--- src/logic/btwdc_pkg.sv ---
package btwdc_pkg;

  // ----------------------------------------------------------------------
  // Register map
  // ----------------------------------------------------------------------
  localparam logic [7:0] DIAG_CTRL_OFFS = 8'h40;
  localparam logic [7:0] BRIDGE_UP_OFFS = 8'h3c;
  localparam logic [7:0] IRQ_STAT_OFFS = 8'h50;
  localparam logic [7:0] IRQ_MASK_OFFS = 8'h54;
  localparam logic [7:0] XACT_STAT_OFFS = 8'h58;

  // ----------------------------------------------------------------------
  // Field positions
  // ----------------------------------------------------------------------
  localparam int PRI_TMO_SEL_BIT = 24;
  localparam int SEC_TMO_SEL_BIT = 25;
  localparam int TMO_STAT_BIT = 26;
  localparam int DISCARD_BIT = 27;
  localparam int WR_DISC_BIT = 1;
  localparam int IRQ_PRI_TMO_BIT = 0;
  localparam int IRQ_SEC_TMO_BIT = 1;
  localparam int IRQ_W = 2;

  // ----------------------------------------------------------------------
  // Reset values and timing
  // ----------------------------------------------------------------------
  localparam logic RST_VAL = 1'b0;
  localparam int LONG_TMO_LOG2 = 15;
  localparam int SHORT_TMO_LOG2 = 10;
  localparam int LINE_BYTES = 64;
  localparam int PAGE_BYTES = 4096;

  // ----------------------------------------------------------------------
  // Carrier types
  // ----------------------------------------------------------------------
  typedef struct packed {
    logic queued;
    logic repeated;
    logic retire;
  } btwdc_xact_t;

  typedef enum logic [1:0] {
    BUS_OKAY = 2'b00,
    BUS_SLVERR = 2'b10
  } btwdc_resp_t;

endpackage : btwdc_pkg

--- src/logic/btwdc_ctrl.sv ---
// The implementer's own choice: the AXI4-Lite register port.
`timescale 1ns/1ps
// Overview of operation
// - Secondary head transaction starts its timer; expiry discards it.
// - Select bit zero gives 2^15 clocks, one gives 2^10; both reset zero.
// - Primary head transactions use the primary timer the same way.
// - Any timer expiry sets sticky timeout status; writing one clears it.
// - Any discard timer expiry sets discard bit and pulses primary error.
// - Disconnect bit zero cuts writes at 4KB boundary, one at cache line.
// - Reserved register bits read zero, reset zero, ignore writes.
module btwdc_ctrl #(
  parameter int LONG_LOG2 = btwdc_pkg::LONG_TMO_LOG2,
  parameter int SHORT_LOG2 = btwdc_pkg::SHORT_TMO_LOG2
) (
  // Clock and reset
  input wire logic core_clk,
  input wire logic rst_n,
  // AXI4-Lite write
  input wire logic [7:0] s_axi_awaddr,
  input wire logic s_axi_awvalid,
  output logic s_axi_awready,
  input wire logic [31:0] s_axi_wdata,
  input wire logic [3:0] s_axi_wstrb,
  input wire logic s_axi_wvalid,
  output logic s_axi_wready,
  output logic [1:0] s_axi_bresp,
  output logic s_axi_bvalid,
  input wire logic s_axi_bready,
  // AXI4-Lite read
  input wire logic [7:0] s_axi_araddr,
  input wire logic s_axi_arvalid,
  output logic s_axi_arready,
  output logic [31:0] s_axi_rdata,
  output logic [1:0] s_axi_rresp,
  output logic s_axi_rvalid,
  input wire logic s_axi_rready,
  // Delayed transaction queues
  input wire btwdc_pkg::btwdc_xact_t priXact,
  input wire btwdc_pkg::btwdc_xact_t secXact,
  output logic priDiscard,
  output logic secDiscard,
  // Target write disconnect
  input wire logic [31:0] wrAddr,
  input wire logic wrActive,
  output logic wrDisconnect,
  // Error and interrupt
  output logic primary_system_error_n,
  output logic irq
);

  // ----------------------------------------------------------------------
  // Configuration state
  // ----------------------------------------------------------------------
  logic priSel_q;
  logic secSel_q;
  logic tmoStat_q;
  logic discard_q;
  logic wrDiscSel_q;
  logic [btwdc_pkg::IRQ_W-1:0] irqStat_q;
  logic [btwdc_pkg::IRQ_W-1:0] irqMask_q;
  logic [1:0] expire;

  // ----------------------------------------------------------------------
  // Timeout counters
  // ----------------------------------------------------------------------
  function automatic logic [LONG_LOG2:0] tmoLen(input logic sel);
    tmoLen = sel ? (LONG_LOG2+1)'(1) << SHORT_LOG2
                 : (LONG_LOG2+1)'(1) << LONG_LOG2;
  endfunction : tmoLen

  btwdc_pkg::btwdc_xact_t xact [2];
  logic [1:0] sel;
  logic [1:0] discard_d;
  assign xact[0] = priXact;
  assign xact[1] = secXact;
  assign sel = {secSel_q, priSel_q};

  for (genvar i = 0; i < 2; i++) begin : g_tmr
    logic [LONG_LOG2:0] cnt_q;
    logic run_q;
    logic disc_q;
    always_ff @(posedge core_clk) begin
      if (!rst_n) begin
        cnt_q <= '0;
        run_q <= 1'b0;
        disc_q <= 1'b0;
      end else begin
        disc_q <= 1'b0;
        if (!xact[i].queued || xact[i].retire) begin
          run_q <= 1'b0;
          cnt_q <= '0;
        end else if (xact[i].repeated) begin
          run_q <= 1'b0;
        end else if (!run_q && cnt_q == '0) begin
          run_q <= 1'b1;
          cnt_q <= (LONG_LOG2+1)'(1);
        end else if (run_q) begin
          if (cnt_q >= tmoLen(sel[i])) begin
            run_q <= 1'b0;
            disc_q <= 1'b1;
          end else begin
            cnt_q <= cnt_q + (LONG_LOG2+1)'(1);
          end
        end
      end
    end
    assign expire[i] = disc_q;
  end

  // ----------------------------------------------------------------------
  // Discard outputs
  // ----------------------------------------------------------------------
  always_ff @(posedge core_clk) begin
    if (!rst_n) begin
      priDiscard <= 1'b0;
      secDiscard <= 1'b0;
    end else begin
      priDiscard <= expire[0];
      secDiscard <= expire[1];
    end
  end

  // ----------------------------------------------------------------------
  // Write disconnect
  // ----------------------------------------------------------------------
  logic atPage;
  logic atLine;
  assign atPage = &wrAddr[$clog2(btwdc_pkg::PAGE_BYTES)-1:2];
  assign atLine = &wrAddr[$clog2(btwdc_pkg::LINE_BYTES)-1:2];

  always_ff @(posedge core_clk) begin
    if (!rst_n) begin
      wrDisconnect <= 1'b0;
    end else begin
      wrDisconnect <= wrActive && (wrDiscSel_q ? atLine : atPage);
    end
  end

  // ----------------------------------------------------------------------
  // AXI4-Lite write path
  // ----------------------------------------------------------------------
  logic [7:0] awAddr_q;
  logic awHave_q;
  logic [31:0] wData_q;
  logic [3:0] wStrb_q;
  logic wHave_q;
  logic doWrite;
  logic wrOne;
  assign doWrite = awHave_q && wHave_q && !s_axi_bvalid;

  always_ff @(posedge core_clk) begin
    if (!rst_n) begin
      awAddr_q <= '0;
      awHave_q <= 1'b0;
      wData_q <= '0;
      wStrb_q <= '0;
      wHave_q <= 1'b0;
      s_axi_awready <= 1'b0;
      s_axi_wready <= 1'b0;
      s_axi_bvalid <= 1'b0;
      s_axi_bresp <= btwdc_pkg::BUS_OKAY;
    end else begin
      s_axi_awready <= !awHave_q && !s_axi_awready;
      s_axi_wready <= !wHave_q && !s_axi_wready;
      if (s_axi_awvalid && s_axi_awready) begin
        awAddr_q <= s_axi_awaddr;
        awHave_q <= 1'b1;
        s_axi_awready <= 1'b0;
      end
      if (s_axi_wvalid && s_axi_wready) begin
        wData_q <= s_axi_wdata;
        wStrb_q <= s_axi_wstrb;
        wHave_q <= 1'b1;
        s_axi_wready <= 1'b0;
      end
      if (doWrite) begin
        awHave_q <= 1'b0;
        wHave_q <= 1'b0;
        s_axi_bvalid <= 1'b1;
        s_axi_bresp <= wrOne ? btwdc_pkg::BUS_OKAY : btwdc_pkg::BUS_SLVERR;
      end else if (s_axi_bvalid && s_axi_bready) begin
        s_axi_bvalid <= 1'b0;
      end
    end
  end

  assign wrOne = awAddr_q == btwdc_pkg::DIAG_CTRL_OFFS ||
                 awAddr_q == btwdc_pkg::BRIDGE_UP_OFFS ||
                 awAddr_q == btwdc_pkg::IRQ_MASK_OFFS ||
                 awAddr_q == btwdc_pkg::IRQ_STAT_OFFS ||
                 awAddr_q == btwdc_pkg::XACT_STAT_OFFS;

  // ----------------------------------------------------------------------
  // Register write decode
  // ----------------------------------------------------------------------
  function automatic logic regHit(input logic [7:0] a, input logic [3:0] s,
                                  input logic [7:0] offs, input int lane);
    regHit = a == offs && s[lane];
  endfunction : regHit

  logic upWr;
  logic diagWr;
  logic maskWr;
  assign upWr = doWrite && regHit(awAddr_q, wStrb_q,
                btwdc_pkg::BRIDGE_UP_OFFS, btwdc_pkg::PRI_TMO_SEL_BIT / 8);
  assign diagWr = doWrite && regHit(awAddr_q, wStrb_q,
                  btwdc_pkg::DIAG_CTRL_OFFS, btwdc_pkg::WR_DISC_BIT / 8);
  assign maskWr = doWrite && regHit(awAddr_q, wStrb_q,
                  btwdc_pkg::IRQ_MASK_OFFS, btwdc_pkg::IRQ_PRI_TMO_BIT / 8);

  // ----------------------------------------------------------------------
  // Control and status bits
  // ----------------------------------------------------------------------
  always_ff @(posedge core_clk) begin
    if (!rst_n) begin
      priSel_q <= btwdc_pkg::RST_VAL;
      secSel_q <= btwdc_pkg::RST_VAL;
    end else if (upWr) begin
      priSel_q <= wData_q[btwdc_pkg::PRI_TMO_SEL_BIT];
      secSel_q <= wData_q[btwdc_pkg::SEC_TMO_SEL_BIT];
    end
  end

  always_ff @(posedge core_clk) begin
    if (!rst_n) begin
      wrDiscSel_q <= btwdc_pkg::RST_VAL;
    end else if (diagWr) begin
      wrDiscSel_q <= wData_q[btwdc_pkg::WR_DISC_BIT];
    end
  end

  always_ff @(posedge core_clk) begin
    if (!rst_n) begin
      tmoStat_q <= btwdc_pkg::RST_VAL;
    end else if (|expire) begin
      tmoStat_q <= 1'b1;
    end else if (upWr && wData_q[btwdc_pkg::TMO_STAT_BIT]) begin
      tmoStat_q <= 1'b0;
    end
  end

  always_ff @(posedge core_clk) begin
    if (!rst_n) begin
      discard_q <= btwdc_pkg::RST_VAL;
    end else if (|expire) begin
      discard_q <= 1'b1;
    end else if (upWr) begin
      discard_q <= wData_q[btwdc_pkg::DISCARD_BIT];
    end
  end

  // ----------------------------------------------------------------------
  // System error output
  // ----------------------------------------------------------------------
  always_ff @(posedge core_clk) begin
    if (!rst_n) begin
      primary_system_error_n <= 1'b1;
    end else begin
      primary_system_error_n <= !(|expire);
    end
  end

  // ----------------------------------------------------------------------
  // Interrupt status and mask
  // ----------------------------------------------------------------------
  logic statRd;
  assign statRd = s_axi_arvalid && s_axi_arready &&
                  s_axi_araddr == btwdc_pkg::IRQ_STAT_OFFS;

  always_ff @(posedge core_clk) begin
    if (!rst_n) begin
      irqStat_q <= '0;
    end else begin
      irqStat_q <= (statRd ? '0 : irqStat_q) | expire;
    end
  end

  always_ff @(posedge core_clk) begin
    if (!rst_n) begin
      irqMask_q <= '0;
    end else if (maskWr) begin
      irqMask_q <= wData_q[btwdc_pkg::IRQ_W-1:0];
    end
  end

  // ----------------------------------------------------------------------
  // Interrupt output
  // ----------------------------------------------------------------------
  always_ff @(posedge core_clk) begin
    if (!rst_n) begin
      irq <= 1'b0;
    end else begin
      irq <= |(((statRd ? '0 : irqStat_q) | expire) & irqMask_q);
    end
  end

  // ----------------------------------------------------------------------
  // AXI4-Lite read path
  // ----------------------------------------------------------------------
  logic [31:0] rdMux;
  logic rdOk;

  always_comb begin
    rdMux = '0;
    rdOk = 1'b1;
    unique case (s_axi_araddr)
      btwdc_pkg::DIAG_CTRL_OFFS: begin
        rdMux[btwdc_pkg::WR_DISC_BIT] = wrDiscSel_q;
      end
      btwdc_pkg::BRIDGE_UP_OFFS: begin
        rdMux[btwdc_pkg::PRI_TMO_SEL_BIT] = priSel_q;
        rdMux[btwdc_pkg::SEC_TMO_SEL_BIT] = secSel_q;
        rdMux[btwdc_pkg::TMO_STAT_BIT] = tmoStat_q;
        rdMux[btwdc_pkg::DISCARD_BIT] = discard_q;
      end
      btwdc_pkg::IRQ_STAT_OFFS: begin
        rdMux[btwdc_pkg::IRQ_W-1:0] = irqStat_q | expire;
      end
      btwdc_pkg::IRQ_MASK_OFFS: begin
        rdMux[btwdc_pkg::IRQ_W-1:0] = irqMask_q;
      end
      btwdc_pkg::XACT_STAT_OFFS: begin
        rdMux[3:0] = {g_tmr[1].run_q, g_tmr[0].run_q, secXact.queued,
                      priXact.queued};
      end
      default: begin
        rdOk = 1'b0;
      end
    endcase
  end

  always_ff @(posedge core_clk) begin
    if (!rst_n) begin
      s_axi_arready <= 1'b0;
      s_axi_rvalid <= 1'b0;
      s_axi_rdata <= '0;
      s_axi_rresp <= btwdc_pkg::BUS_OKAY;
    end else begin
      s_axi_arready <= !s_axi_rvalid && !s_axi_arready;
      if (s_axi_arvalid && s_axi_arready) begin
        s_axi_arready <= 1'b0;
        s_axi_rvalid <= 1'b1;
        s_axi_rdata <= rdMux;
        s_axi_rresp <= rdOk ? btwdc_pkg::BUS_OKAY : btwdc_pkg::BUS_SLVERR;
      end else if (s_axi_rvalid && s_axi_rready) begin
        s_axi_rvalid <= 1'b0;
      end
    end
  end

endmodule : btwdc_ctrl

--- config.mk ---
export PLATFORM = sky130hd
export DESIGN_NAME = btwdc_ctrl
export DESIGN_NICKNAME = d
export VERILOG_FILES = /design/src/logic/btwdc_pkg.sv /design/src/logic/btwdc_ctrl.sv
export SDC_FILE = /design/constraint.sdc
export NUM_CORES = 1
export LEC_CHECK = 0
export BUFFER_PORTS_ARGS = -buffer_cell sky130_fd_sc_hd__buf_4
export CAP_MARGIN = 20
export CORE_ASPECT_RATIO = 1.25
export CORE_MARGIN = 5
export CORE_UTILIZATION = 36
export DETAILED_ROUTE_END_ITERATION = 6
export PLACE_DENSITY = 0.71
export SLEW_MARGIN = 20
export SYNTH_ARGS = -nofsm -noshare
export SYNTH_HDL_FRONTEND = slang
export SYNTH_SLANG_ARGS = --single-unit
--- constraint.sdc ---
create_clock -name core_clk -period 3.4 [get_ports core_clk]
set_input_delay 0.17 -clock core_clk [delete_from_list [all_inputs] [get_ports core_clk]]
set_output_delay 0.17 -clock core_clk [all_outputs]
set_load 0.01 [all_outputs]
==> impl_metrics.py <==
metrics = {
    "power_and_ir_drop": {
        "sequentialPowerShare_pct": 45.1,
        "p_clk_share_pct": 48.1,
        "finalPower_mw": 2.24,
        "switching_share_pct": 23.4,
        "p_leak_nw": 1.86,
        "vdd_drop_max_v": 0.000201,
        "combPwrFrac_pct": 6.9,
        "power_switching_mw": 0.524,
        "powerDensity_nw_per_um2": 452,
        "internal_power_mw": 1.72,
    },
    "yosys": {
        "synth_xor_area_share_pct": 0.212,
        "synth_top_flop_cell": "dfxtp_1",
        "async_reset_ff_share_pct": 0,
        "synth_seq_cells": 83,
        "synth_area_leaders": "dfxtp_1 (40%), a21oi_1 (5.3%), buf_4 (4.7%)",
        "synth_area_um2": 4130,
        "synth-compound-area-share_pct": 16.6,
        "synth.distinct_cells": 63,
        "avgSynthCellArea_um2": 8.34,
        "synth_top_family_by_area": "simple AND/OR/NAND/NOR gates",
        "synth-edff-count": 0,
        "ys_seq_area_share_pct": 40.3,
        "yosys_warnings": 0,
        "synth_adder_area_share_pct": 2.67,
        "syn-instance-count": 495,
        "synth_top_cell_area_share_pct": 40.3,
        "yosys.area_share.simple_pct": 29.0,
        "synth_top_area_cell": "dfxtp_1",
        "synth_mux_area_share_pct": 2.91,
    },
    "critical_path": {
        "startpoint": "g_tmr[0].cnt_q[10]",
        "reg2reg_from": "g_tmr[0].cnt_q[10]",
        "crit_chain": "inv_1 -> ha_1 -> and4b_1 -> and4_2 -> nor3_2 -> nor2_1 -> a31o_2",
        "crit_fanout": 8,
        "crit_arrival_ns": 2.50,
        "cp.required_ns": 3.63,
        "crit_family": "simple AND/OR/NAND/NOR gates",
        "critical_path_class": "flip-flop to flip-flop",
        "cpPeakStageDelay_ns": 0.46,
        "critical-path-slowest-cell": "dfxtp_1",
        "end_kind": "flip-flop",
        "crit_buf_inv": 1,
        "start_kind": "flip-flop",
    },
    "sta": {
        "setup_tns_ns": 0,
        "slew_headroom_pct": 43.6,
        "max_freq_mhz": 440,
        "fin_crit_sh_pct": 66.9,
        "hold_viol_final": 0,
        "slew_viol_final": 0,
        "period_needed_ns": 2.27,
        "layout_setup_ws_ns": 1.13,
        "fin_skew_ns": 0.00828,
        "rsz0062_at_grt": "false",
        "worst_pin_slew_ns": 0.846,
        "setup_violations": 0,
        "hold_ws_ns": 0.0669,
    },
    "floorplanning": {
        "start_util_pct": 36.9,
        "die_w_um": 106,
        "ios": 144,
        "coreArea_um2": 11200,
        "die-area_um2": 13700,
        "fp.dieH_um": 130,
        "fp-row-count": 43,
    },
    "min_path": {
        "hp-start": "wrActive",
        "min_path_type": "primary input to flip-flop",
    },
    "cts": {
        "clock-sinks": 83,
        "cts_buffer_depth": 2,
        "cts_tree": "built",
        "cts_resized": 0,
        "ctsRootBufferMaster": "clkbuf_16",
        "htree_levels": 3,
        "clk_pin_slew_worst_paths_ns": 0.06,
        "cts_hold_buf": 0,
        "numCtsBuffers": 9,
        "clkLatencyLatePin_ns": 0.34,
        "cts_setup_buffers": 0,
    },
    "detailed_routing": {
        "drt-initial-drc-count": 227,
        "ant_nets": 0,
        "wl_per_cell_um": 15.2,
        "wl_um": 10500,
        "dr.pass1.iters": 4,
        "vias": 3839,
        "via_per_inst": 5.52,
        "post-route-drc-count": 0,
    },
    "placement": {
        "dp_cells": 679,
        "hpwlAfterDp_um": 8040,
        "io_buffers": 67,
        "placed_area_um2": 4630,
        "routabilityCongestion": 0.910,
        "pre_cts_ws_ns": 1.16,
    },
    "cells_and_area": {
        "n_fill_cell": 1102,
        "final_area_um2": 4960,
        "multi_input_area_um2": 2220,
        "final_util_pct": 44.3,
        "final-seq-area_um2": 1660,
        "drive_gt1_share_pct": 18.6,
        "area_growth_pct": 20.1,
        "fin_nets": 661,
        "stdcell_count": 695,
        "diodes": 0,
    },
    "grt": {
        "gr-total-overflow": 0,
        "grt_usage_pct": 15.7,
        "grt_first_pass_wirelength_um": 17700,
        "antenna_found_initial": 0,
        "grt_pass1_vias": 3732,
        "grt_max_degree": 24,
    },
    "job": {
        "cap_viol_max_count": 0,
    },
    "outcome": {
        "status": "finished clean",
    },
}
-- layout make-up --
type | instances | share of cell area, %
Tap cell | 135 | 3.41
Clock buffer | 9 | 4.54
Multi-Input combinational cell | 376 | 44.8
Inverter | 17 | 1.29
Timing Repair Buffer | 68 | 10.3
Clock inverter | 7 | 2.15
Sequential cell | 83 | 33.5
-- layer usage --
| metal | vias to the layer above | share of wire [%] | global-route usage, % |
|---|---|---|---|
| met2 | 124 | 48 | 26.9 |
| met4 | 0 | 2.4 | 6.86 |
| met1 | 1811 | 43 | 18.5 |
| met5 | - | 0 | 0 |
| li1 | 1885 | - | - |
| met3 | 19 | 6.8 | 4.50 |
-- cell usage in the layout, fill, tap and decap left out, types with 5 or more instances in the layout --
| cell type | Yosys | routed |
|---|---|---|
| nand3_1 | 32 | 32 |
| inv_1 | 17 | 17 |
| nand2_1 | 49 | 49 |
| conb_1 | 1 | 26 |
| or4_1 | 7 | 7 |
| a22oi_1 | 9 | 9 |
| a31oi_1 | 6 | 6 |
| ha_1 | 8 | 8 |
| nand2b_1 | 10 | 10 |
| o31ai_1 | 6 | 6 |
| nor3_1 | 17 | 17 |
| nand4_1 | 14 | 14 |
| nor2b_1 | 5 | 5 |
| mux2i_1 | 12 | 12 |
| buf_4 | 26 | 68 |
| dfxtp_1 | 83 | 83 |
| o21ai_0 | 16 | 16 |
| and3_1 | 8 | 8 |
| nor2_1 | 31 | 31 |
| a21oi_1 | 44 | 44 |
| clkbuf_16 | 0 | 9 |
| nor4_1 | 10 | 10 |
-- logic make-up (layout without fill, tap and decap cells) --
logic type / count (synthesis) / count (layout)
and+or+nand+nor: 219 / 219
other: 1 / 26
buffers and inverters: 61 / 101
muxes: 12 / 12
xor gates and xnor gates: 1 / 1
adders and majority gates: 9 / 9
AOI/OAI and AO/OA: 109 / 109
DFF: 83 / 83
-- worst paths after layout --
path                                           end  slack (ns)  cells past startpoint
worst max register to register  g_tmr[0].cnt_q[14]        1.13                      7
worst max-delay path            g_tmr[0].cnt_q[14]        1.13                      7
worst min register to register          wStrb_q[3]        0.45                      2
worst min-delay path                  wrDisconnect        0.07                      3
-- state kept, by name, summed over array words and instances (netlist names), 2 cells and up --
register / count
wStrb_q: 2
irqStat_q: 2
g_tmr.run_q: 2
g_tmr.cnt_q: 32
g_tmr.disc_q: 2
wData_q: 6
irqMask_q: 2
awAddr_q: 8
s_axi_rdata: 8
-- worst register-to-register path: stages, from the launching register on --
cell     delay, ns
dfxtp_1       0.46
inv_1         0.07
ha_1          0.26
and4b_1       0.19
and4_2        0.25
nor3_2        0.42
nor2_1        0.23
a31o_2        0.29
-- synth_stat cells (12+ instances only) --
master   instances
dfxtp_1         83
nor2_1          31
a21oi_1         44
buf_4           26
nand3_1         32
nand4_1         14
mux2i_1         12
nand2_1         49
o21ai_0         16
inv_1           17
nor3_1          17
-- power groups by stage --
| stage | combinational (mW) | clock (mW) | sequential, mW |
|---|---|---|---|
| 6_report | 0.154 | 1.08 | 1.01 |
| 5_1_grt | 0.170 | 1.14 | 1.01 |
| 3_5_place_dp | 0.152 | 0 | 1.03 |
| 4_1_cts | 0.153 | 1.10 | 1.01 |
| 3_3_place_gp | 0.149 | 0 | 1.03 |
| 2_1_floorplan | 0.106 | 0 | 1.02 |
Note: power is estimated with default switching activity, not from simulation.
